### config.mk
export PLATFORM = sky130hd
export DESIGN_NAME = sclk_top
export DESIGN_NICKNAME = d
export VERILOG_FILES = /design/src/core/sclk_pkg.sv /design/src/core/sclk_switch.sv /design/src/core/sclk_top.sv
export SDC_FILE = /design/constraint.sdc
export NUM_CORES = 1
export LEC_CHECK = 0
export ABC_CLOCK_PERIOD_IN_PS = 2900
export BUFFER_PORTS_ARGS = -buffer_cell sky130_fd_sc_hd__buf_2
export CAP_MARGIN = 25
export CORE_MARGIN = 3
export CORE_UTILIZATION = 26
export CTS_CLUSTER_SIZE = 16
export DETAILED_ROUTE_END_ITERATION = 12
export GPL_TIMING_DRIVEN = 0
export PLACE_DENSITY_LB_ADDON = 0.25
export SLEW_MARGIN = 20
export SYNTH_ARGS = -nofsm -noshare
export SYNTH_HDL_FRONTEND = slang
export SYNTH_SLANG_ARGS = --single-unit
export TNS_END_PERCENT = 100
### constraint.sdc
create_clock -name pclk -period 2.9 [get_ports pclk]
set_clock_uncertainty 0.2 [all_clocks]
set_input_delay 0.29 -clock pclk [delete_from_list [all_inputs] [get_ports pclk]]
set_output_delay 0.29 -clock pclk [all_outputs]
set_load 0.01 [all_outputs]
### src/core/sclk_pkg.sv
// Package: constants for the system clock source select block
//------------------------------------------------------------
// How it works
// - Low-speed USB needs 24 MHz system clock with 6 MHz USB clock.
// - All other system clock rates imply full-speed USB with 48 MHz USB clock.
// - Fast internal 8 MHz oscillator may feed the 96 MHz multiplier for USB.
// - Three source classes: primary, secondary timer oscillator, internal block.
// - Primary oscillator mode comes from a three-bit configuration field.
// - Power-managed modes need an alternate source; timer oscillator may keep running.
// - Two-bit source select picks primary, timer oscillator or postscaled internal.
// - Writing source select switches the clock at once after a short transition.
// - Every reset clears source select, restarting on the primary source.
// - Three-bit frequency select picks slow RC, 8 MHz, or 31 kHz..4 MHz tap.
// - Frequency select changes take effect immediately on the internal clock.
// - Internal postscaler defaults to 4 MHz on any reset.
// - At code 000 low-freq bit picks fast osc /256 or slow RC.
// - Watchdog and fail-safe monitor always run from the slow RC oscillator.
// - Startup flag set once startup timer expires and primary clock drives device.
// - Timer-osc-running flag set while timer oscillator supplies the device clock.
// - At most one running flag set; neither means internal source, switching or stabilising.
// - Idle-on-sleep bit chooses Idle versus Sleep on the sleep instruction.
// - Source encoding: 11 internal, 10 reserved, 01 timer osc, 00 primary.
// - Frequency codes 111 8 MHz down through halvings to 001 125 kHz, then 000 31 kHz.
// - Switch pauses clock two old cycles plus four new cycles.
//------------------------------------------------------------
package sclk_pkg;
  // Register byte addresses
  localparam logic [11:0] OSC_CONTROL_REG_ADDR = 12'h000;
  localparam logic [11:0] OSC_TUNING_REG_ADDR  = 12'h004;
  localparam logic [11:0] CLK_STATUS_ADDR      = 12'h008;
  localparam logic [11:0] USB_CFG_ADDR         = 12'h00c;
  // Control and tuning register fields
  localparam int IDLE_BIT    = 7;
  localparam int IFS_LSB     = 4;
  localparam int STARTUP_BIT = 3;
  localparam int UNIMPL_BIT  = 2;
  localparam int SRC_LSB     = 0;
  localparam int LFSRC_BIT   = 7;
  // Reset values
  localparam logic [1:0] SRC_RESET = 2'h0;
  localparam logic [2:0] IFS_RESET = 3'h6;
  // Source encodings
  localparam logic [1:0] SRC_PRIMARY  = 2'h0;
  localparam logic [1:0] SRC_TIMEROSC = 2'h1;
  localparam logic [1:0] SRC_RESERVED = 2'h2;
  localparam logic [1:0] SRC_INTERNAL = 2'h3;
  // Frequency select: 111 direct, 000 lowest tap
  localparam logic [2:0] IFS_DIRECT = 3'h7;
  localparam logic [2:0] IFS_LOWEST = 3'h0;
  localparam logic [7:0] LF_DIVIDE  = 8'hff;
  // Primary mode field codes with multiplier
  localparam logic [2:0] PMODE_INT_A = 3'h0;
  localparam logic [2:0] PMODE_INT_B = 3'h1;
  // Multiplier prescale and cpu divider
  localparam logic [1:0] CPUDIV_BY2 = 2'h2;
  localparam logic [1:0] CPUDIV_1   = 2'h3;
  localparam int unsigned SYS_LOWSPEED_MHZ = 24;
  localparam int unsigned USB_LOW_MHZ      = 6;
  localparam int unsigned USB_FULL_MHZ     = 48;
  // Switch timing: old-source cycles and new-source cycles
  localparam logic [2:0] OLD_CYCLES = 3'h2;
  localparam logic [2:0] NEW_CYCLES = 3'h4;
  // Startup timer length in primary clock edges
  localparam logic [10:0] OST_CYCLES = 11'h400;
endpackage : sclk_pkg

### src/core/sclk_switch.sv
// Glitch-free source switch sequencer
`timescale 1ns/1ps
module sclk_switch
  import sclk_pkg::*;
(
  input  wire logic       pclk,         // System clock
  input  wire logic       presetn,      // Async reset, active low
  input  wire logic       ce,           // Clock enable
  input  wire logic [1:0] want_src,     // Requested source
  input  wire logic       old_tick,     // Edge of currently used source
  input  wire logic       new_tick,     // Edge of requested source
  output logic      [1:0] active_src,   // Source now driving the clock
  output logic            hold          // Device clock paused
);
  typedef enum logic [1:0] {IDLE, DRAIN_OLD, FILL_NEW} sclk_sw_type;
  sclk_sw_type st_q;
  logic [2:0]  cnt_q;

  //------------------------------------------------------------
  // Pause two old cycles then four new cycles
  //------------------------------------------------------------
  always_ff @(posedge pclk or negedge presetn)
  begin
    if (!presetn)
    begin
      st_q       <= IDLE;
      cnt_q      <= 3'h0;
      active_src <= SRC_RESET;
      hold       <= 1'b0;
    end
    else if (ce)
    begin
      unique case (st_q)
        IDLE:
        begin
          if (want_src != active_src)
          begin
            st_q  <= DRAIN_OLD;
            cnt_q <= 3'h0;
            hold  <= 1'b1;
          end
        end
        DRAIN_OLD:
        begin
          if (old_tick)
          begin
            if (cnt_q == OLD_CYCLES - 3'h1)
            begin
              st_q       <= FILL_NEW;
              cnt_q      <= 3'h0;
              active_src <= want_src;
            end
            else
              cnt_q <= cnt_q + 3'h1;
          end
        end
        FILL_NEW:
        begin
          if (new_tick)
          begin
            if (cnt_q == NEW_CYCLES - 3'h1)
            begin
              st_q <= IDLE;
              hold <= 1'b0;
            end
            else
              cnt_q <= cnt_q + 3'h1;
          end
        end
      endcase
    end
  end
endmodule : sclk_switch

### src/core/sclk_top.sv
// System clock source select with APB registers
`timescale 1ns/1ps
module sclk_top
  import sclk_pkg::*;
(
  input  wire logic        pclk,                      // APB clock, 200 MHz
  input  wire logic        presetn,                   // Async reset, active low
  input  wire logic        ce,                        // Clock enable
  input  wire logic        psel,                      // APB select
  input  wire logic        penable,                   // APB enable
  input  wire logic        pwrite,                    // APB write
  input  wire logic [11:0] paddr,                     // APB byte address
  input  wire logic [31:0] pwdata,                    // APB write data
  output logic      [31:0] prdata,                    // APB read data
  output logic             pready,                    // APB ready
  output logic             pslverr,                   // APB error
  input  wire logic [2:0]  primary_mode,              // Primary mode config field
  input  wire logic        primary_tick,              // Primary oscillator edge
  input  wire logic        timer_osc_tick,            // Timer oscillator edge
  input  wire logic        timer_osc_enabled,         // Timer oscillator running
  input  wire logic        fast_internal_osc_tick,    // 8 MHz oscillator edge
  input  wire logic        slow_rc_osc_tick,          // Slow RC edge
  input  wire logic        sleep_cmd,                 // Sleep instruction pulse
  output logic      [1:0]  active_source,             // Source on device clock
  output logic             clock_hold,                // Device clock paused
  output logic             internal_tick,             // Postscaled internal edge
  output logic             wdt_failsafe_clock_monitor_tick,             // Watchdog / monitor edge
  output logic             startup_timer_done_flag,   // Primary up and used
  output logic             timer_osc_running_flag,    // Timer osc used
  output logic             enter_idle,                // Idle entry pulse
  output logic             enter_sleep,               // Sleep entry pulse
  output logic             power_managed_ok,          // Alternate source available
  output logic             usb_low_speed,             // Low-speed USB clocking valid
  output logic             multiplier_from_internal,  // 8 MHz feeds multiplier
  output logic      [2:0]  multiplier_divisor         // Prescale divide value
);
  import sclk_pkg::*;

  //------------------------------------------------------------
  // Registers
  //------------------------------------------------------------
  logic       idle_on_sleep_bit_q;
  logic [2:0] internal_freq_select_q;
  logic [1:0] system_source_select_q;
  logic       low_freq_source_bit_q;
  logic       multiplier_en_q;
  logic [2:0] multiplier_prescale_q;
  logic [1:0] cpu_clock_divider_q;
  logic [10:0] ost_cnt_q;
  logic       ost_done_q;
  logic [7:0] post_cnt_q;
  logic [7:0] lf_cnt_q;
  logic       sw_hold;
  logic [1:0] sw_src;
  logic       old_tick;
  logic       new_tick;
  logic       wr_en;
  logic       rd_en;
  logic       addr_ok;

  function automatic logic tick_of(input logic [1:0] s, input logic p, input logic t,
                                   input logic i);
    unique case (s)
      SRC_PRIMARY:  tick_of = p;
      SRC_TIMEROSC: tick_of = t;
      SRC_INTERNAL: tick_of = i;
      default:      tick_of = 1'b0;
    endcase
  endfunction : tick_of

  assign addr_ok = (paddr == OSC_CONTROL_REG_ADDR) || (paddr == OSC_TUNING_REG_ADDR) ||
                   (paddr == CLK_STATUS_ADDR) || (paddr == USB_CFG_ADDR);
  assign wr_en = psel && penable && pwrite && ce;
  assign rd_en = psel && !penable && !pwrite && ce;

  //------------------------------------------------------------
  // APB write side
  //------------------------------------------------------------
  always_ff @(posedge pclk or negedge presetn)
  begin
    if (!presetn)
    begin
      idle_on_sleep_bit_q    <= 1'b0;
      internal_freq_select_q <= IFS_RESET;
      system_source_select_q <= SRC_RESET;
    end
    else if (wr_en && paddr == OSC_CONTROL_REG_ADDR)
    begin
      idle_on_sleep_bit_q    <= pwdata[IDLE_BIT];
      internal_freq_select_q <= pwdata[IFS_LSB +: 3];
      // Reserved code and a stopped timer oscillator are not accepted
      if (pwdata[SRC_LSB +: 2] != SRC_RESERVED &&
          !(pwdata[SRC_LSB +: 2] == SRC_TIMEROSC && !timer_osc_enabled))
        system_source_select_q <= pwdata[SRC_LSB +: 2];
    end
  end

  always_ff @(posedge pclk or negedge presetn)
  begin
    if (!presetn)
    begin
      low_freq_source_bit_q <= 1'b0;
      multiplier_en_q       <= 1'b0;
    end
    else if (wr_en && paddr == OSC_TUNING_REG_ADDR)
    begin
      low_freq_source_bit_q <= pwdata[LFSRC_BIT];
      multiplier_en_q       <= pwdata[LFSRC_BIT - 1];
    end
  end

  always_ff @(posedge pclk or negedge presetn)
  begin
    if (!presetn)
    begin
      multiplier_prescale_q <= 3'h7;
      cpu_clock_divider_q   <= CPUDIV_1;
    end
    else if (wr_en && paddr == USB_CFG_ADDR)
    begin
      multiplier_prescale_q <= pwdata[2:0];
      cpu_clock_divider_q   <= pwdata[5:4];
    end
  end

  //------------------------------------------------------------
  // APB read side and answer
  //------------------------------------------------------------
  always_ff @(posedge pclk or negedge presetn)
  begin
    if (!presetn)
    begin
      prdata  <= 32'h0;
      pready  <= 1'b0;
      pslverr <= 1'b0;
    end
    else if (ce)
    begin
      pready  <= psel && !penable;
      pslverr <= psel && !penable && !addr_ok;
      if (rd_en)
      begin
        unique case (paddr)
          OSC_CONTROL_REG_ADDR:
            prdata <= {24'h0, idle_on_sleep_bit_q, internal_freq_select_q,
                       startup_timer_done_flag, 1'b1, system_source_select_q};
          OSC_TUNING_REG_ADDR:
            prdata <= {24'h0, low_freq_source_bit_q, multiplier_en_q, 6'h0};
          CLK_STATUS_ADDR:
            prdata <= {26'h0, timer_osc_running_flag, clock_hold, active_source,
                       power_managed_ok, usb_low_speed};
          USB_CFG_ADDR:
            prdata <= {26'h0, cpu_clock_divider_q, 1'b0, multiplier_prescale_q};
          default:
            prdata <= 32'h0;
        endcase
      end
    end
  end

  //------------------------------------------------------------
  // Internal postscaler and low-frequency source
  //------------------------------------------------------------
  // Postscaler bits that must all be set for one output tick
  function automatic logic [7:0] tap_mask(input logic [2:0] f);
    tap_mask = (8'h1 << (3'h7 - f)) - 8'h1;
  endfunction : tap_mask

  always_ff @(posedge pclk or negedge presetn)
  begin
    if (!presetn)
    begin
      post_cnt_q <= 8'h0;
      lf_cnt_q   <= 8'h0;
    end
    else if (ce && fast_internal_osc_tick)
    begin
      post_cnt_q <= post_cnt_q + 8'h1;
      lf_cnt_q   <= lf_cnt_q + 8'h1;
    end
  end

  always_ff @(posedge pclk or negedge presetn)
  begin
    if (!presetn)
      wdt_failsafe_clock_monitor_tick <= 1'b0;
    else if (ce)
      wdt_failsafe_clock_monitor_tick <= slow_rc_osc_tick;
  end

  always_ff @(posedge pclk or negedge presetn)
  begin
    if (!presetn)
      internal_tick <= 1'b0;
    else if (ce)
    begin
      // Tap chosen combinationally each cycle, so a new code acts at once
      if (internal_freq_select_q == IFS_DIRECT)
        internal_tick <= fast_internal_osc_tick;
      else if (internal_freq_select_q == IFS_LOWEST)
        internal_tick <= low_freq_source_bit_q ?
                         (fast_internal_osc_tick && lf_cnt_q == LF_DIVIDE) :
                         slow_rc_osc_tick;
      else
        internal_tick <= fast_internal_osc_tick &&
                         (post_cnt_q & tap_mask(internal_freq_select_q)) ==
                         tap_mask(internal_freq_select_q);
    end
  end

  //------------------------------------------------------------
  // Source switch and start-up timer
  //------------------------------------------------------------
  assign old_tick = tick_of(sw_src, primary_tick, timer_osc_tick, internal_tick);
  assign new_tick = tick_of(system_source_select_q, primary_tick, timer_osc_tick,
                            internal_tick);

  sclk_switch u_switch (
    .pclk       (pclk),
    .presetn    (presetn),
    .ce         (ce),
    .want_src   (system_source_select_q),
    .old_tick   (old_tick),
    .new_tick   (new_tick),
    .active_src (sw_src),
    .hold       (sw_hold)
  );

  always_ff @(posedge pclk or negedge presetn)
  begin
    if (!presetn)
    begin
      ost_cnt_q  <= 11'h0;
      ost_done_q <= 1'b0;
    end
    else if (ce && primary_tick && !ost_done_q)
    begin
      ost_cnt_q <= ost_cnt_q + 11'h1;
      if (ost_cnt_q == OST_CYCLES - 11'h1)
        ost_done_q <= 1'b1;
    end
  end

  //------------------------------------------------------------
  // Status flags and mode outputs
  //------------------------------------------------------------
  always_ff @(posedge pclk or negedge presetn)
  begin
    if (!presetn)
    begin
      active_source <= SRC_RESET;
      clock_hold    <= 1'b0;
    end
    else if (ce)
    begin
      active_source <= sw_src;
      clock_hold    <= sw_hold;
    end
  end

  always_ff @(posedge pclk or negedge presetn)
  begin
    if (!presetn)
    begin
      startup_timer_done_flag <= 1'b0;
      timer_osc_running_flag  <= 1'b0;
    end
    else if (ce)
    begin
      // Flags are mutually exclusive by construction of sw_src
      startup_timer_done_flag <= ost_done_q && sw_src == SRC_PRIMARY && !sw_hold;
      timer_osc_running_flag  <= sw_src == SRC_TIMEROSC && !sw_hold;
    end
  end

  //------------------------------------------------------------
  // Sleep decision and power-managed availability
  //------------------------------------------------------------
  always_ff @(posedge pclk or negedge presetn)
  begin
    if (!presetn)
    begin
      enter_idle  <= 1'b0;
      enter_sleep <= 1'b0;
    end
    else if (ce)
    begin
      enter_idle  <= sleep_cmd && idle_on_sleep_bit_q;
      enter_sleep <= sleep_cmd && !idle_on_sleep_bit_q;
    end
  end

  always_ff @(posedge pclk or negedge presetn)
  begin
    if (!presetn)
      power_managed_ok <= 1'b0;
    else if (ce)
      power_managed_ok <= timer_osc_enabled ||
                          system_source_select_q == SRC_INTERNAL;
  end

  //------------------------------------------------------------
  // USB clocking checks
  //------------------------------------------------------------
  always_ff @(posedge pclk or negedge presetn)
  begin
    if (!presetn)
    begin
      usb_low_speed            <= 1'b0;
      multiplier_from_internal <= 1'b0;
    end
    else if (ce)
    begin
      // Only the cpu /2 from 48 MHz yields 24 MHz system with 6 MHz USB
      usb_low_speed <= multiplier_en_q && cpu_clock_divider_q == CPUDIV_BY2;
      multiplier_from_internal <= multiplier_en_q &&
        (primary_mode == PMODE_INT_A || primary_mode == PMODE_INT_B);
    end
  end

  //------------------------------------------------------------
  // Multiplier prescale decode
  //------------------------------------------------------------
  always_ff @(posedge pclk or negedge presetn)
  begin
    if (!presetn)
      multiplier_divisor <= 3'h1;
    else if (ce)
      unique case (multiplier_prescale_q)
        3'h7:    multiplier_divisor <= 3'h1;
        3'h6:    multiplier_divisor <= 3'h2;
        3'h5:    multiplier_divisor <= 3'h3;
        3'h4:    multiplier_divisor <= 3'h4;
        3'h3:    multiplier_divisor <= 3'h5;
        default: multiplier_divisor <= 3'h0;
      endcase
  end
endmodule : sclk_top
==> summary.txt <==
Routing
  • Final WL: 8.424 mm
  • Per-cell routed wire length: 13.22 µm
  • DRT Pass-1 Iters: 4
  • Initial DRC Count: 144
  • Vias: 2818
  • Vias per cell: 4.424
  • Post-route ant nets: 0
  • Drt drc: 0

Placement
  • Gpl congestion: 0.7624
  • Inst Count DP: 618
  • Detailed placer's ending HPWL: 6.371 mm
  • PortBufs: 57
  • DP Area: 0.004399 mm²

GRT
  • Vias in the first global route: 2783
  • Antenna violations before repair: 0
  • Grt ovf: 0
  • Largest net degree at the start of global routing: 43
  • First-pass GRT wire length: 13.92 mm
  • Total GRT Usage: 0.1084

Timing
  • Worst Tran Pin Value: 659.2 ps
  • Post-route setup TNS: 0 ps
  • Max Freq: 0.4167 GHz
  • Crit share post-route: 0.8275
  • Max Transition Viols Final: 0
  • Final Hold Fails: 0
  • Period minus WS final: 2400 ps
  • RSZ-0062 raised after global routing: no
  • Final setup fails: 0
  • Slew headroom: 0.5605

Hold path
  • Hold depth: 2
  • Hold WC Path Type: in2reg
  • Hold endpoint: enter_sleep
  • Hold_sp: sleep_cmd

Synth
  • FF+latch count, synth: 73
  • Post-synthesis area per instance: 10.59 µm²
  • Register area share after synthesis: 0.4859
  • Cell variety after synth: 49
  • Cells after Synth: 357
  • Mux share of post-synthesis cell area: 0.09103
  • Synth Area in Compound Gates: 0.1063
  • Largest family of logic cells by synthesized area: simple AND/OR/NAND/NOR gates
  • Main synth FF type: dfrtp_1
  • Synth top area share: 0.4303
  • XOR/XNOR Fraction of Synth Area: 0.06024
  • Simple-gate share of the synthesized area: 0.1370
  • Synthesis warning total: 0
  • Post-synth EDFFs: 0
  • Synthesized-area fraction occupied by adder cells: 0.03575
  • Cell area after synthesis: 0.003780 mm²
  • Yosys top cell by area: dfrtp_1
  • Synth area leaders: dfrtp_1 43%, mux2_2 8.0%, dfstp_2 5.6%
  • Ys async rst share: 1.000

Setup path
  • Arrival @ worst endpoint: 2450 ps
  • Crit Path Max Fanout: 10
  • Reg2Reg Depth: 7
  • Worst Setup End Kind: register
  • Reg2reg start: internal_freq_select_q[1]
  • Critical path type: reg2reg
  • Critical-path top delay cell: dfstp_2
  • WP data required: 2950 ps
  • Crit-path max cell delay: 640 ps
  • Reg-to-reg endpoint: internal_tick
  • R2R setup slack: 500 ps
  • Crit start category: register
  • Worst-path cell chain: nand2_1 -> or2_2 -> ha_1 -> o221ai_1 -> a2111oi_0 -> o211ai_1 -> a31oi_1

Job
  • Max cap viols: 0

Clock tree
  • Worst-path clk slew: 60 ps
  • Clock Path Buffers: 2
  • Post-CTS resize count: 0
  • Num CTS Buffers: 9
  • H-tree Lvls: 3
  • Worst-Skew Late Latency: 330 ps
  • # Post-CTS Setup Buffers: 0
  • CTS root buf: clkbuf_16
  • CTS tree: yes
  • CTS sink cnt: 73

Final layout
  • Post-Layout Cell Count: 637
  • NumNets Final: 521
  • Share of cells above drive strength 1: 0.3085
  • Area delta synth->final: 27.14%
  • Post-route design area: 0.004806 mm²
  • Fill count: 1426
  • Diodes inserted: 0

Floorplan
  • Num rows: 43
  • Die width: 126.6 µm
  • Starting Density: 0.2692
  • Core box area: 0.01404 mm²
  • Chip Height: 126.6 µm
  • I/O pin count: 108
  • Die ar.: 0.01602 mm²

Power
  • P_int: 2278 µW
  • Clock power frac: 0.437
  • Flop pwr share: 0.404
  • Design Power: 3057 µW
  • Max VDD drop: 0.0003584 V
  • Logic pwr share: 0.159
  • Pwr/cell area: 636.0 mW/mm²
  • Switching portion of total power: 0.2548
  • P_leak: 0.002264 µW
  • Psw: 778.7 µW

Run status
  • Status: complete, no violations
cell families (layout without fill, tap and decap cells):
family	Yosys count	after routing
XOR/XNOR	26	26
flip-flops	73	73
buffers and inverters	58	135
multiplexers	31	31
adder cells (fa/ha/maj)	11	11
AO/OA/AOI/OAI	60	60
AND/OR/NAND/NOR	97	97
other	1	24
critical path, delay by kind of cell (launching register included):
family	cells	cell delay [ps]
AND/OR/NAND/NOR	2	380
flip-flops	1	640
adder cells (fa/ha/maj)	1	270
AO/OA/AOI/OAI	4	830
area by class of cell:
class                   instances  area (µm²)  area share
flip-flops and latches         73        1837      0.3822
repair buffers                 63       357.8     0.07446
multi-input cells             249        1717      0.3572
well taps                     180       225.2     0.04686
clock buffers                  12       266.5     0.05545
clock inverters                 4       97.59     0.02031
plain buffers                  37       234.0     0.04869
inverters                      19       71.32     0.01484
synthesized netlist by cell type, drive strengths merged (10+ instances only):
cell and instances:
inv 19, ha 10, buf 29, o21ai 13, dfrtp 65, nand2 29, xnor2 19, mux2 27
nor2 24, a21oi 10, nand3 10, clkbuf 10
stage by stage:
stage,util,worst slack [ps],hold slack [ps]
finish,0.3422,500.4,3.313
global route,0.3422,219.2,15.82
CTS,0.3428,220.1,0.3923
detailed placement,0.3133,252.5,60.90
global placement,0.3117,270.2,256.2
floorplan,-,529.4,-205.6
sequential cells by signal, summed over array words and instances, names as in the netlist, 2 cells and up:
name,flops
ost_cnt_q,11
lf_cnt_q,8
prdata,8
post_cnt_q,7
internal_freq_select_q,3
multiplier_divisor,3
multiplier_prescale_q,3
u_switch.cnt_q,3
active_source,2
cpu_clock_divider_q,2
system_source_select_q,2
u_switch.active_src,2
u_switch.st_q,2
what timing repair did:
action | CTS | global route
setup endpoints to repair | 0 | 1
hold endpoints to repair | 32 | 0
hold buffers | 5 | 0
placed cells by master, fill, tap and decap left out, types with 2 or more instances in the layout:
| cell | synthesis | layout |
|---|---|---|
| nor2_1 | 24 | 24 |
| nand2b_1 | 3 | 3 |
| clkbuf_16 | 0 | 9 |
| a31oi_1 | 5 | 5 |
| nand3b_1 | 2 | 2 |
| o31ai_1 | 6 | 6 |
| nor2b_1 | 4 | 4 |
| o41ai_1 | 3 | 3 |
| nand4_1 | 8 | 8 |
| and3_1 | 3 | 3 |
| o21ai_0 | 13 | 13 |
| clkbuf_1 | 10 | 8 |
| a21oi_1 | 10 | 10 |
| inv_1 | 19 | 19 |
| xnor2_1 | 19 | 19 |
| ha_1 | 10 | 10 |
| mux2_2 | 27 | 27 |
| dfrtp_1 | 65 | 65 |
| dfstp_2 | 8 | 8 |
| a22oi_1 | 6 | 6 |
| or4_1 | 2 | 2 |
| nor4_1 | 2 | 2 |
| bufinv_16 | 0 | 3 |
| buf_2 | 4 | 60 |
| nand2_1 | 29 | 29 |
| o211ai_1 | 3 | 3 |
| dlygate4sd3_1 | 0 | 5 |
| a211oi_1 | 2 | 2 |
| o2bb2ai_1 | 3 | 3 |
| conb_1 | 1 | 24 |
| nor4_4 | 3 | 3 |
| and2_1 | 2 | 2 |
| buf_4 | 24 | 25 |
| clkbuf_8 | 0 | 3 |
| xor2_1 | 7 | 7 |
| nand3_1 | 10 | 10 |
| mux2i_1 | 4 | 4 |
worst max-delay path by stage:
stage | from | end | slack (ps) | cells after the start
after global routing | internal_freq_select_q[2] | internal_tick | 220 | 7
final | internal_freq_select_q[1] | internal_tick | 500 | 7
after floorplan | internal_freq_select_q[1] | internal_tick | 530 | 8
after global placement | internal_freq_select_q[1] | internal_tick | 270 | 8
after CTS | internal_freq_select_q[1] | internal_tick | 220 | 8
after detailed placement | internal_freq_select_q[1] | internal_tick | 250 | 8
routing by layer:
metal,part of all wire,vias to the layer above,global-route usage,routed length [µm]
li1,-,1393,-,-
met1,0.46,1336,0.1431,3866
met2,0.45,84,0.1691,3798
met3,0.081,5,0.03537,684
met4,0.0088,0,0.03407,74
met5,0,-,0,0
power groups by stage:
stage          clock network (µW)  logic (µW)  registers, µW
6_report                     1340         485           1240
5_1_grt                      1410         557           1260
4_1_cts                      1360         494           1240
3_5_place_dp                    0         486           1260
3_3_place_gp                    0         471           1250
2_1_floorplan                   0         352           1230
No activity file was read; power rests on OpenSTA's default activity.
